$ cat config.mk
export PLATFORM = sky130hd
export DESIGN_NAME = acsp_host
export DESIGN_NICKNAME = d
export VERILOG_FILES = /design/src/acsp_pkg.sv /design/src/acsp_host.sv /design/src/acsp_sync.sv /design/src/acsp_sclk_gen.sv
export SDC_FILE = /design/constraint.sdc
export NUM_CORES = 1
export LEC_CHECK = 0
export ABC_AREA = 0
export BUFFER_PORTS_ARGS = -buffer_cell sky130_fd_sc_hd__buf_2
export CAP_MARGIN = 25
export CORE_MARGIN = 2
export CORE_UTILIZATION = 50
export CTS_CLUSTER_DIAMETER = 40
export DETAILED_ROUTE_END_ITERATION = 6
export GPL_TIMING_DRIVEN = 0
export PLACE_DENSITY = 0.66
export REMOVE_ABC_BUFFERS = 1
export SYNTH_ARGS = -nofsm -noshare
export SYNTH_HDL_FRONTEND = slang
export SYNTH_SLANG_ARGS = --single-unit
$ cat constraint.sdc
create_clock -name clk_sys_i -period 6.8 [get_ports clk_sys_i]
set_clock_uncertainty 0.2 [all_clocks]
set_input_delay 1.36 -clock clk_sys_i [delete_from_list [all_inputs] [get_ports clk_sys_i]]
set_output_delay 1.36 -clock clk_sys_i [all_outputs]
set_load 0.05 [all_outputs]
$ cat src/acsp_pkg.sv
// constants for the host end of the converter's three-wire configuration port
// assumes a 10 MHz system clock and a device that samples on the rising serial clock
package acsp_pkg;

    // timing
    localparam int unsigned CLK_PERIOD_NS = 100;
    localparam int unsigned SCLK_HALF_NS  = 400;
    localparam int unsigned SCLK_HALF_CYC = (SCLK_HALF_NS + CLK_PERIOD_NS - 1) / CLK_PERIOD_NS;
    localparam int unsigned STALL_NS      = 800;
    localparam int unsigned STALL_CYC     = (STALL_NS + CLK_PERIOD_NS - 1) / CLK_PERIOD_NS;

    // frame shape
    localparam int unsigned INSTR_BITS = 16;
    localparam int unsigned BYTE_BITS  = 8;
    localparam int unsigned DEV_AW     = 13;
    localparam int unsigned INS_RW_BIT = 15;
    localparam int unsigned INS_LEN_HI = 14;
    localparam int unsigned INS_LEN_LO = 13;

    // device register map
    localparam logic [12:0] DEV_SERIAL_PORT_CONFIG    = 13'h0000;
    localparam logic [12:0] DEV_CHIP_CFG_LAST         = 13'h0002;
    localparam logic [12:0] DEV_CHAN_INDEX            = 13'h0005;
    localparam logic [12:0] DEV_FUNC_FIRST            = 13'h0008;
    localparam logic [12:0] DEV_OPEN_LOC              = 13'h0013;
    localparam logic [12:0] DEV_OUTPUT_FORMAT_CONTROL = 13'h0014;
    localparam logic [12:0] DEV_FUNC_LAST             = 13'h003A;
    localparam logic [12:0] DEV_TRANSFER              = 13'h00FF;
    localparam logic [7:0]  SPC_RESET                 = 8'h18;
    localparam logic [7:0]  OFC_RESET                 = 8'h05;
    localparam logic [7:0]  TRANSFER_GO               = 8'h01;
    localparam int unsigned SPC_LSB_HI  = 6;
    localparam int unsigned SPC_LSB_LO  = 1;
    localparam int unsigned SPC_SRST_HI = 5;
    localparam int unsigned SPC_SRST_LO = 2;
    localparam int unsigned SPC_ONE_HI  = 4;
    localparam int unsigned SPC_ONE_LO  = 3;

    // host command port
    localparam int unsigned HR_AW     = 3;
    localparam logic [2:0]  HR_CTRL   = 3'h0;
    localparam logic [2:0]  HR_ADDR   = 3'h1;
    localparam logic [2:0]  HR_WDATA  = 3'h2;
    localparam logic [2:0]  HR_RDATA  = 3'h3;
    localparam logic [2:0]  HR_STATUS = 3'h4;
    localparam int unsigned CTL_GO     = 0;
    localparam int unsigned CTL_READ   = 1;
    localparam int unsigned CTL_LEN_LO = 2;
    localparam int unsigned CTL_LEN_HI = 3;
    localparam int unsigned CTL_STALL  = 4;
    localparam int unsigned STS_BUSY    = 0;
    localparam int unsigned STS_DONE    = 1;
    localparam int unsigned STS_REFUSED = 2;
    localparam int unsigned STS_LSB     = 3;

    typedef enum logic [2:0] {
        S_IDLE   = 3'b000,
        S_INSTR  = 3'b001,
        S_DATA   = 3'b010,
        S_STALL  = 3'b011,
        S_FINISH = 3'b100
    } acsp_state_t;

endpackage : acsp_pkg

$ cat src/acsp_host.sv
// host end of the converter's three-wire configuration port
// assumes a plain register port from software and one device on the pins
// Contract
// - transfers only while chip select low
// - frame starts first clock rise after select
// - select held low streams successive bytes
// - select may rise between bytes, frame resumes
// - sixteen-bit instruction opens every frame
// - data moves as eight-bit words
// - clock, select in; data pin two-way
// - write zeros to unused register bits; the host clears them only in the port config byte
// - never write fully open addresses; only the start address is refused, streamed bytes are not checked
// - keep port quiet during critical sampling; hold_off_i only holds back frame starts, a running frame goes on
//
// Local design decision: the plain strobed port.
`timescale 1ns/1ps
`default_nettype none
module acsp_host #(
    parameter int unsigned SCLK_HALF = acsp_pkg::SCLK_HALF_CYC,
    parameter int unsigned STALL_LEN = acsp_pkg::STALL_CYC
) (
    input  wire logic                       clk_sys_i,
    input  wire logic                       rst_i,
    input  wire logic [acsp_pkg::HR_AW-1:0] reg_addr_i,
    input  wire logic [31:0]                reg_wdata_i,
    input  wire logic                       reg_wr_i,
    input  wire logic                       reg_rd_i,
    output logic      [31:0]                reg_rdata_o,
    input  wire logic                       hold_off_i,
    output logic                            chip_select_n_o,
    output logic                            serial_clock_o,
    output logic                            serial_data_o,
    output logic                            serial_data_oe_o,
    input  wire logic                       serial_data_i
);
    import acsp_pkg::*;

    typedef struct packed {
        acsp_state_t st;
        logic        cs_n;
        logic        sdo;
        logic        oe;
        logic [4:0]  bit_cnt;
        logic [1:0]  byte_cnt;
        logic [15:0] sh;
        logic [7:0]  rx;
        logic [7:0]  wait_cnt;
        logic        rd;
        logic [1:0]  len;
        logic        stall_en;
        logic [12:0] addr;
        logic [31:0] wdata;
        logic [31:0] rdata;
        logic        done;
        logic        refused;
        logic        lsb;
        logic        pending;
        logic [31:0] rd_out;
    } acsp_host_t;

    // reset assumes the device is back at its defaults: msb first
    localparam acsp_host_t Q_RST = '{st: S_IDLE, cs_n: 1'b1, default: '0};

    acsp_host_t q_reg;
    acsp_host_t q_next;
    logic       sclk_rise;
    logic       sclk_fall;
    logic       sdi_s;
    logic       run;

    function automatic logic pick(input logic [15:0] s, input logic lsb);
        return lsb ? s[0] : s[15];
    endfunction : pick

    function automatic logic [15:0] shift(input logic [15:0] s, input logic lsb);
        return lsb ? {1'b0, s[15:1]} : {s[14:0], 1'b0};
    endfunction : shift

    // mirrored layout forced so either bit order lands the same bits
    function automatic logic [7:0] tidy(input logic [12:0] a, input logic [7:0] b);
        logic [7:0] t;
        t = b;
        if (a == DEV_SERIAL_PORT_CONFIG) begin
            t = 8'h00;
            t[SPC_LSB_HI]  = b[SPC_LSB_HI] | b[SPC_LSB_LO];
            t[SPC_LSB_LO]  = b[SPC_LSB_HI] | b[SPC_LSB_LO];
            t[SPC_SRST_HI] = b[SPC_SRST_HI] | b[SPC_SRST_LO];
            t[SPC_SRST_LO] = b[SPC_SRST_HI] | b[SPC_SRST_LO];
            t[SPC_ONE_HI]  = 1'b1;
            t[SPC_ONE_LO]  = 1'b1;
        end
        return t;
    endfunction : tidy

    function automatic logic [15:0] load_byte(input logic [7:0] b, input logic lsb);
        return lsb ? {8'h00, b} : {b, 8'h00};
    endfunction : load_byte

    function automatic logic is_open(input logic [12:0] a);
        return (a > DEV_CHIP_CFG_LAST && a < DEV_CHAN_INDEX)
            || (a > DEV_CHAN_INDEX && a < DEV_FUNC_FIRST)
            || (a == DEV_OPEN_LOC)
            || (a > DEV_FUNC_LAST && a != DEV_TRANSFER);
    endfunction : is_open

    assign run = (q_reg.st == S_INSTR) || (q_reg.st == S_DATA);

    acsp_sclk_gen #(
        .HALF (SCLK_HALF)
    ) u_sclk (
        .clk_sys_i (clk_sys_i),
        .rst_i     (rst_i),
        .run_i     (run),
        .sclk_o    (serial_clock_o),
        .rise_o    (sclk_rise),
        .fall_o    (sclk_fall)
    );

    acsp_sync u_sdi_sync (
        .clk_sys_i (clk_sys_i),
        .rst_i     (rst_i),
        .async_i   (serial_data_i),
        .sync_o    (sdi_s)
    );

    always_comb begin
        logic [7:0]  rx_n;
        logic [7:0]  nb;
        logic [15:0] ins;
        logic [15:0] sh_n;
        logic [31:0] sts;
        rx_n = 8'h00;
        nb   = 8'h00;
        ins  = 16'h0000;
        sh_n = 16'h0000;
        sts  = 32'h0000_0000;
        sts[STS_BUSY]    = (q_reg.st != S_IDLE) || q_reg.pending;
        sts[STS_DONE]    = q_reg.done;
        sts[STS_REFUSED] = q_reg.refused;
        sts[STS_LSB]     = q_reg.lsb;
        q_next        = q_reg;
        q_next.rd_out = 32'h0000_0000;
        if (reg_rd_i) begin
            unique case (reg_addr_i)
                HR_CTRL:   q_next.rd_out = {27'h0, q_reg.stall_en, q_reg.len, q_reg.rd, 1'b0};
                HR_ADDR:   q_next.rd_out = {19'h0, q_reg.addr};
                HR_WDATA:  q_next.rd_out = q_reg.wdata;
                HR_RDATA:  q_next.rd_out = q_reg.rdata;
                HR_STATUS: q_next.rd_out = sts;
                default:   q_next.rd_out = 32'h0000_0000;
            endcase
        end
        if (reg_wr_i) begin
            unique case (reg_addr_i)
                HR_ADDR:  q_next.addr  = reg_wdata_i[12:0];
                HR_WDATA: q_next.wdata = reg_wdata_i;
                HR_STATUS: begin
                    if (reg_wdata_i[STS_DONE]) begin
                        q_next.done = 1'b0;
                    end
                    if (reg_wdata_i[STS_REFUSED]) begin
                        q_next.refused = 1'b0;
                    end
                end
                HR_CTRL: begin
                    if (sts[STS_BUSY]) begin
                        q_next.refused = 1'b1;
                    end else begin
                        q_next.rd       = reg_wdata_i[CTL_READ];
                        q_next.len      = reg_wdata_i[CTL_LEN_HI:CTL_LEN_LO];
                        q_next.stall_en = reg_wdata_i[CTL_STALL];
                        if (reg_wdata_i[CTL_GO]) begin
                            if (!reg_wdata_i[CTL_READ] && is_open(q_reg.addr)) begin
                                q_next.refused = 1'b1;
                            end else begin
                                q_next.pending = 1'b1;
                            end
                        end
                    end
                end
                default: ;
            endcase
        end
        // the state machine follows the port writes so its flag sets win
        unique case (q_reg.st)
            S_IDLE: begin
                // pending frames wait while the converter needs a quiet port
                if (q_reg.pending && !hold_off_i) begin
                    ins = {q_reg.rd, q_reg.len, q_reg.addr};
                    q_next.pending  = 1'b0;
                    q_next.st       = S_INSTR;
                    q_next.cs_n     = 1'b0;
                    q_next.oe       = 1'b1;
                    q_next.sh       = ins;
                    q_next.sdo      = pick(ins, q_reg.lsb);
                    q_next.bit_cnt  = 5'd0;
                    q_next.byte_cnt = 2'd0;
                end
            end
            S_INSTR: begin
                if (sclk_rise) begin
                    q_next.bit_cnt = q_reg.bit_cnt + 5'd1;
                end
                if (sclk_fall) begin
                    if (q_reg.bit_cnt == 5'(INSTR_BITS)) begin
                        q_next.st      = S_DATA;
                        q_next.bit_cnt = 5'd0;
                        if (q_reg.rd) begin
                            q_next.oe  = 1'b0;
                            q_next.sdo = 1'b0;
                        end else begin
                            nb = tidy(q_reg.addr, q_reg.wdata[7:0]);
                            sh_n = load_byte(nb, q_reg.lsb);
                            q_next.sh  = sh_n;
                            q_next.sdo = pick(sh_n, q_reg.lsb);
                        end
                    end else begin
                        sh_n = shift(q_reg.sh, q_reg.lsb);
                        q_next.sh  = sh_n;
                        q_next.sdo = pick(sh_n, q_reg.lsb);
                    end
                end
            end
            S_DATA: begin
                if (sclk_rise) begin
                    q_next.bit_cnt = q_reg.bit_cnt + 5'd1;
                    if (q_reg.rd) begin
                        rx_n = q_reg.lsb ? {sdi_s, q_reg.rx[7:1]} : {q_reg.rx[6:0], sdi_s};
                        q_next.rx = rx_n;
                        if (q_reg.bit_cnt == 5'(BYTE_BITS - 1)) begin
                            q_next.rdata[{q_reg.byte_cnt, 3'b000} +: 8] = rx_n;
                        end
                    end
                end
                if (sclk_fall) begin
                    if (q_reg.bit_cnt == 5'(BYTE_BITS)) begin
                        if (q_reg.byte_cnt == q_reg.len) begin
                            q_next.st       = S_FINISH;
                            q_next.oe       = 1'b0;
                            q_next.sdo      = 1'b0;
                            q_next.wait_cnt = 8'h00;
                        end else begin
                            // the device steps its own address between bytes
                            q_next.byte_cnt = q_reg.byte_cnt + 2'd1;
                            q_next.bit_cnt  = 5'd0;
                            if (!q_reg.rd) begin
                                nb = q_reg.wdata[{q_reg.byte_cnt + 2'd1, 3'b000} +: 8];
                                sh_n = load_byte(nb, q_reg.lsb);
                                q_next.sh  = sh_n;
                                q_next.sdo = pick(sh_n, q_reg.lsb);
                            end
                            if (q_reg.stall_en) begin
                                q_next.st       = S_STALL;
                                q_next.cs_n     = 1'b1;
                                q_next.wait_cnt = 8'h00;
                            end
                        end
                    end else if (!q_reg.rd) begin
                        sh_n = shift(q_reg.sh, q_reg.lsb);
                        q_next.sh  = sh_n;
                        q_next.sdo = pick(sh_n, q_reg.lsb);
                    end
                end
            end
            S_STALL: begin
                q_next.wait_cnt = q_reg.wait_cnt + 8'h01;
                if (q_reg.wait_cnt == 8'(STALL_LEN - 1)) begin
                    q_next.st   = S_DATA;
                    q_next.cs_n = 1'b0;
                end
            end
            S_FINISH: begin
                q_next.wait_cnt = q_reg.wait_cnt + 8'h01;
                if (q_reg.wait_cnt == 8'(SCLK_HALF - 1)) begin
                    q_next.st   = S_IDLE;
                    q_next.cs_n = 1'b1;
                    q_next.done = 1'b1;
                    // track the device's bit order from what was written to it
                    if (!q_reg.rd && q_reg.addr == DEV_SERIAL_PORT_CONFIG) begin
                        nb = tidy(q_reg.addr, q_reg.wdata[7:0]);
                        q_next.lsb = nb[SPC_SRST_HI] ? 1'b0 : nb[SPC_LSB_HI];
                    end
                end
            end
            default: begin
                q_next.st   = S_IDLE;
                q_next.cs_n = 1'b1;
                q_next.oe   = 1'b0;
            end
        endcase
    end

    always_ff @(posedge clk_sys_i or posedge rst_i) begin
        if (rst_i) begin
            q_reg <= Q_RST;
        end else begin
            q_reg <= q_next;
        end
    end

    assign reg_rdata_o      = q_reg.rd_out;
    assign chip_select_n_o  = q_reg.cs_n;
    assign serial_data_o    = q_reg.sdo;
    assign serial_data_oe_o = q_reg.oe;
endmodule : acsp_host
`default_nettype wire

$ cat src/acsp_sync.sv
// two-flop synchroniser for the returning serial data pin
// assumes the input is asynchronous to clk_sys_i
`timescale 1ns/1ps
`default_nettype none
module acsp_sync (
    input  wire logic clk_sys_i,
    input  wire logic rst_i,
    input  wire logic async_i,
    output logic      sync_o
);
    typedef struct packed {
        logic s1;
        logic s2;
    } acsp_sync_t;

    acsp_sync_t sync_reg;
    acsp_sync_t sync_next;

    always_comb begin
        sync_next    = sync_reg;
        sync_next.s1 = async_i;
        sync_next.s2 = sync_reg.s1;
    end

    always_ff @(posedge clk_sys_i or posedge rst_i) begin
        if (rst_i) begin
            sync_reg <= '0;
        end else begin
            sync_reg <= sync_next;
        end
    end

    assign sync_o = sync_reg.s2;
endmodule : acsp_sync
`default_nettype wire

$ cat src/acsp_sclk_gen.sv
// serial clock divider: idles low, rises HALF cycles after run goes high
// assumes run_i is a registered level from the same clock
`timescale 1ns/1ps
`default_nettype none
module acsp_sclk_gen #(
    parameter int unsigned HALF = 4
) (
    input  wire logic clk_sys_i,
    input  wire logic rst_i,
    input  wire logic run_i,
    output logic      sclk_o,
    output logic      rise_o,
    output logic      fall_o
);
    typedef struct packed {
        logic [7:0] cnt;
        logic       lvl;
    } acsp_div_t;

    acsp_div_t div_reg;
    acsp_div_t div_next;
    logic      wrap;

    assign wrap = (div_reg.cnt == 8'(HALF - 1));

    always_comb begin
        div_next = div_reg;
        if (!run_i) begin
            div_next = '0;
        end else if (wrap) begin
            div_next.cnt = 8'h00;
            div_next.lvl = !div_reg.lvl;
        end else begin
            div_next.cnt = div_reg.cnt + 8'h01;
        end
    end

    always_ff @(posedge clk_sys_i or posedge rst_i) begin
        if (rst_i) begin
            div_reg <= '0;
        end else begin
            div_reg <= div_next;
        end
    end

    assign sclk_o = div_reg.lvl;
    assign rise_o = run_i && wrap && !div_reg.lvl;
    assign fall_o = run_i && wrap && div_reg.lvl;
endmodule : acsp_sclk_gen
`default_nettype wire

Word level (Yosys, flattened, before mapping). Index checks and enable logic that the tools add are counted. W data, S select, Z words.

Input port bits: 41. Bits in registers: 173.

Shift-type cells: 3. Equality and inequality tests: 37. Mux-type cells: 77. Bitwise operators: 5. Add/subtract/negate cells: 5. Reduce and logical (&&, ||, !) cells: 42. Magnitude comparators: 5.

Operators with widths (number): $pmux W32 S5 (1); $mux W16 (9); $mux W8 (8); $mux W29 (2); $pmux W16 S3 (1); $bwmux W32 (1); $mux W32 (1); $reduce_and A8 Y1 (4); $shift A8 B7 Y32 const A (1); $shiftx A32 B6 Y8 (1); $shiftx A8 B7 Y32 (1); $mux W1 (30); $mux W7 (4); $mux W23 (1); $ne A2 B2 Y1 const B (10); $add A8 B1 Y8 const B (2); $eq A8 B2 Y1 const B (2); $mux W4 (4); $pmux W8 S2 (1); $pmux W3 S5 (1); $pmux W5 S3 (1); $eq A13 B5 Y1 const B (1); $gt A13 B2 Y1 const B (1); $gt A13 B3 Y1 const B (1); 43 further kinds (85).

Longest topological paths before layout.
Depth in word-level cells: 13. Gate-level depth with buffers: 10. Depth with buffers taken out: 8.

Hierarchy. A second synthesis with hierarchy kept.

Cells, all modules: 846. Area total of the unflattened synthesis: 9019.9 µm².

Modules (own cells, without submodules): acsp_host (seq. area each 4055.1 µm², area each 8524.4 µm², instances 1, cells an instance 797); acsp_sclk_gen (seq. area each 225.2 µm², area each 441.7 µm², instances 1, cells an instance 46); acsp_sync (seq. area each 50.0 µm², area each 53.8 µm², instances 1, cells an instance 3).

Worst setup path after synthesis. No wires, ideal clock.

Path type: input port to flip-flop. Start: input port reg_addr_i[0] (netlist bit). End: register q_reg[100] (netlist bit). Cell stages on the path: 6. Setup slack: 3.514 ns. Library setup time: 0.125 ns. Data required time: 6.475 ns. Arrival time: 2.962 ns. Cells stage by stage: clkbuf_1 nor2b_1 clkbuf_1 nor2b_1 buf_2 mux2_2.

Cells in the longest elaborated chain, start to end: 2.

RTL lines: start: declaration (RTL line acsp_host.sv:24) `input wire logic [acsp_pkg::HR_AW-1:0] reg_addr_i,`; $eq A3 B1 Y1 (RTL line acsp_host.sv:154) `unique case (reg_addr_i)`; $reduce_and A2 Y1 (no line); end signal: assignment (RTL line acsp_host.sv:297) `q_reg <= q_next;`; end: declaration (RTL line acsp_host.sv:64) `acsp_host_t q_reg;`.

Every way passes these cells. A chain may end at the register's enable or synchronous reset.

Worst setup path in the final report.
Start: input port reg_addr_i[0] (netlist bit). End: register q_reg[107] (netlist bit).

Same word-level chain as after synthesis.

==> metrics.md <==
| Metric | Value |
|---|---|
| Final antenna diode count | `0` |
| Clock share of power | `28.8%` |
| Avg Synthesized Cell Area | `10.6 sq um` |
| Register share of total power | `41.7%` |
| Hold worst-path end | `u_sdi_sync.sync_o` |
| Remaining antenna violation count | `0` |
| Start point of the worst min-delay path | `u_sdi_sync.sync_next[0]` |
| Yosys warning count | `0` |
| Wire per inst | `20.4 microns` |
| TritonCTS clock tree | `yes` |
| TritonRoute pass-1 iters | `6` |
| Power Density | `338 nW/um^2` |
| Cts bufs inserted | `17` |
| Period minus WS final | `3930 ps` |
| HPWL reported at the end of detailed placement | `15.7 mm` |
| Max Freq | `0.255 GHz` |
| Antenna violations before repair | `0` |
| Count of mapped cells out of synthesis | `859` |
| Internal power consumption | `2.14 mW` |
| Fraction of registers with async set or reset after synthesis | `100%` |
| Most common cell after layout, fill and taps aside | `sky130_fd_sc_hd__dfrtp_1` |
| Synth-to-layout area growth | `10.6%` |
| Critical R2R Capture | `serial_data_o` |
| Layout Cells excl Fill | `1124` |
| WL final | `22.9 mm` |
| Synthesized area | `9100 sq um` |
| Setup repair bufs after CTS | `0` |
| Crit-path max FO | `36` |
| Cts repair resizes | `0` |
| Logic gate share of total power | `29.6%` |
| Worst-Margin Slew | `1040 ps` |
| Drt via density | `6.06` |
| Period utilisation layout | `57.7%` |
| # Max-Cap Violations | `0` |
| Hold buffers post-CTS | `0` |
| Clk buf depth | `2` |
| NetSw | `1.26 mW` |
| Die width | `139 microns` |
| Core Region | `17900 sq um` |
| Layout cells sized above 1 | `24.8%` |
| # setup viols final | `0` |
| Startpoint-to-endpoint class of the critical path | `input port to flop` |
| Hold Fails Final Rpt | `0` |
| Startpoint kind of the worst setup timing path | `input port` |
| Global-route total usage across every layer | `24.6%` |
| Number of pins exceeding their max-slew limit in the final report | `0` |
| Global placer's final weighted congestion | `0.925` |
| Hold Path Class | `flop to flop` |
| Worst slack at placement | `2410 ps` |
| H-Tree Level Count | `4` |
| Commonest non-fill, non-tap cells in the layout | `sky130_fd_sc_hd__dfrtp_1, sky130_fd_sc_hd__nand2_1, sky130_fd_sc_hd__nor2_1` |
| GRT overflow | `0` |
| Synth Flop Type | `sky130_fd_sc_hd__dfrtp_1` |
| Worst r2r src | `q_reg[159]` |
| Post-detailed-route DRC marker count | `0` |
| Required time worst endpoint | `6930 ps` |
| Result of the run | `finished clean` |
| Max IR drop VDD | `265 uV` |
| Largest register FFs | `127` |
| Placement Rows | `49` |
| Register clock-pin slew on the reported worst setup and hold paths | `70 ps` |
| Final #Nets | `932` |
| Post-Place Cells | `1092` |
| Y dimension of the die | `139 microns` |
| Vias in the first global route | `6673` |
| Root Buffer | `sky130_fd_sc_hd__clkbuf_16` |
| Sink count of the clock tree | `173` |
| Iter 0 DRT Violations | `429` |
| Port-buffer cells | `76` |
| Crit. End Element | `flop` |
| I/O pin count | `77` |
| Endpoint arrival time on the critical path | `4050 ps` |
| Relative slew slack | `30.6%` |
| Final worst slack | `2870 ps` |
| Initial Util | `50.8%` |
| Via count of the routed design | `6807` |
| Flop and latch count out of synthesis | `173` |
| Switching share of power | `37.0%` |
| Post-synth EDFFs | `0` |
| RSZ-0062 raised after global routing | `false` |
| Pin count of the biggest net entering global routing | `100` |
| Area enclosed by the die boundary | `19300 sq um` |
| Util after Layout | `56.3%` |
| Sequential cell area fraction in the yosys report | `47.6%` |
| Leak Pwr | `4.36 nW` |
| Post-synth cell types | `66` |
| Hold path depth | `0` |
| Reg2reg path depth | `6` |
| Source-to-sink clock delay at the later pin of the worst-skew pair | `450 ps` |
| Global-route wire length before repair | `37.3 mm` |
| Worst reg-to-reg setup slack | `3380 ps` |
-- Yosys cell counts (all sizes together), types with 15 or more instances --
master | instances | area share (%)
xor2 | 15 | 1.4
mux2 | 66 | 8.2
nor2 | 88 | 3.7
mux2i | 40 | 4.4
o21ai | 38 | 2.1
inv | 15 | 0.62
nand3 | 26 | 1.6
nand2 | 87 | 3.6
o31ai | 32 | 2.6
buf | 55 | 3.9
a21oi | 27 | 1.5
clkbuf | 25 | 1.0
dfrtp | 172 | 47
-- metal layers --
layer / vias to the layer above / global-route usage (%) / share of wire, %
li1: 3140 / - / -
met1: 3411 / 34.2 / 44
met2: 218 / 39.4 / 48
met3: 38 / 4.45 / 5.3
met4: 0 / 7.66 / 2.1
met5: - / 0 / 0
-- per-stage QoR --
step           hold slack [ps]  area [sq um]  TNS [ps]  power, mW
2_1_floorplan              131          8660         0       2.10
6_report                   151         10100         0       3.41
3_5_place_dp               135          9460         0       2.40
4_1_cts                    151         10000         0       3.38
3_3_place_gp               136          9320   -265610       2.38
5_1_grt                    166         10100         0       3.59
-- logic make-up after synthesis --
family | Yosys count | synth area share, %
AO/OA/AOI/OAI | 164 | 12.4
XOR/XNOR | 20 | 1.92
adder cells (fa/ha/maj) | 8 | 1.10
buffers and inverters | 95 | 5.53
flip-flops | 173 | 47.6
multiplexers | 120 | 16.0
AND/OR/NAND/NOR | 279 | 15.5
-- worst max path at each step --
stage	from	to	slack, ps	depth (start not counted)
CTS	reg_addr_i[0]	q_reg[107]	2870	5
finish	reg_addr_i[0]	q_reg[107]	2870	5
detailed placement	reg_addr_i[0]	q_reg[110]	2410	5
floorplan	rst_i	q_reg[100]	550	1
global route	reg_addr_i[0]	q_reg[109]	2650	5
global placement	rst_i	reg_rdata_o[18]	-1550	2
-- critical path: stages --
cell and delay [ps]:
sky130_fd_sc_hd__buf_2 760, sky130_fd_sc_hd__nor2b_1 760, sky130_fd_sc_hd__nor2b_1 480, sky130_fd_sc_hd__buf_4 290, sky130_fd_sc_hd__mux2_2 370
-- power groups by stage --
stage | sequential [mW] | combinational (mW) | clock, mW
after floorplan | 1.41 | 0.689 | 0
after global routing | 1.44 | 1.11 | 1.04
final | 1.42 | 1.01 | 0.979
after CTS | 1.41 | 0.975 | 0.990
after global placement | 1.43 | 0.946 | 0
after detailed placement | 1.43 | 0.968 | 0
-- area by class of cell --
| cell class | instances | area, sq um |
|---|---|---|
| fill | 1564 | 7830 |
| timing repair buffer | 85 | 529 |
| inverter | 15 | 63.8 |
| sequential | 173 | 4330 |
| tap | 229 | 287 |
| clock buffer | 18 | 439 |
| multi-input combinational | 591 | 4270 |
| clock inverter | 13 | 146 |
No activity file was read; power rests on OpenSTA's default activity.
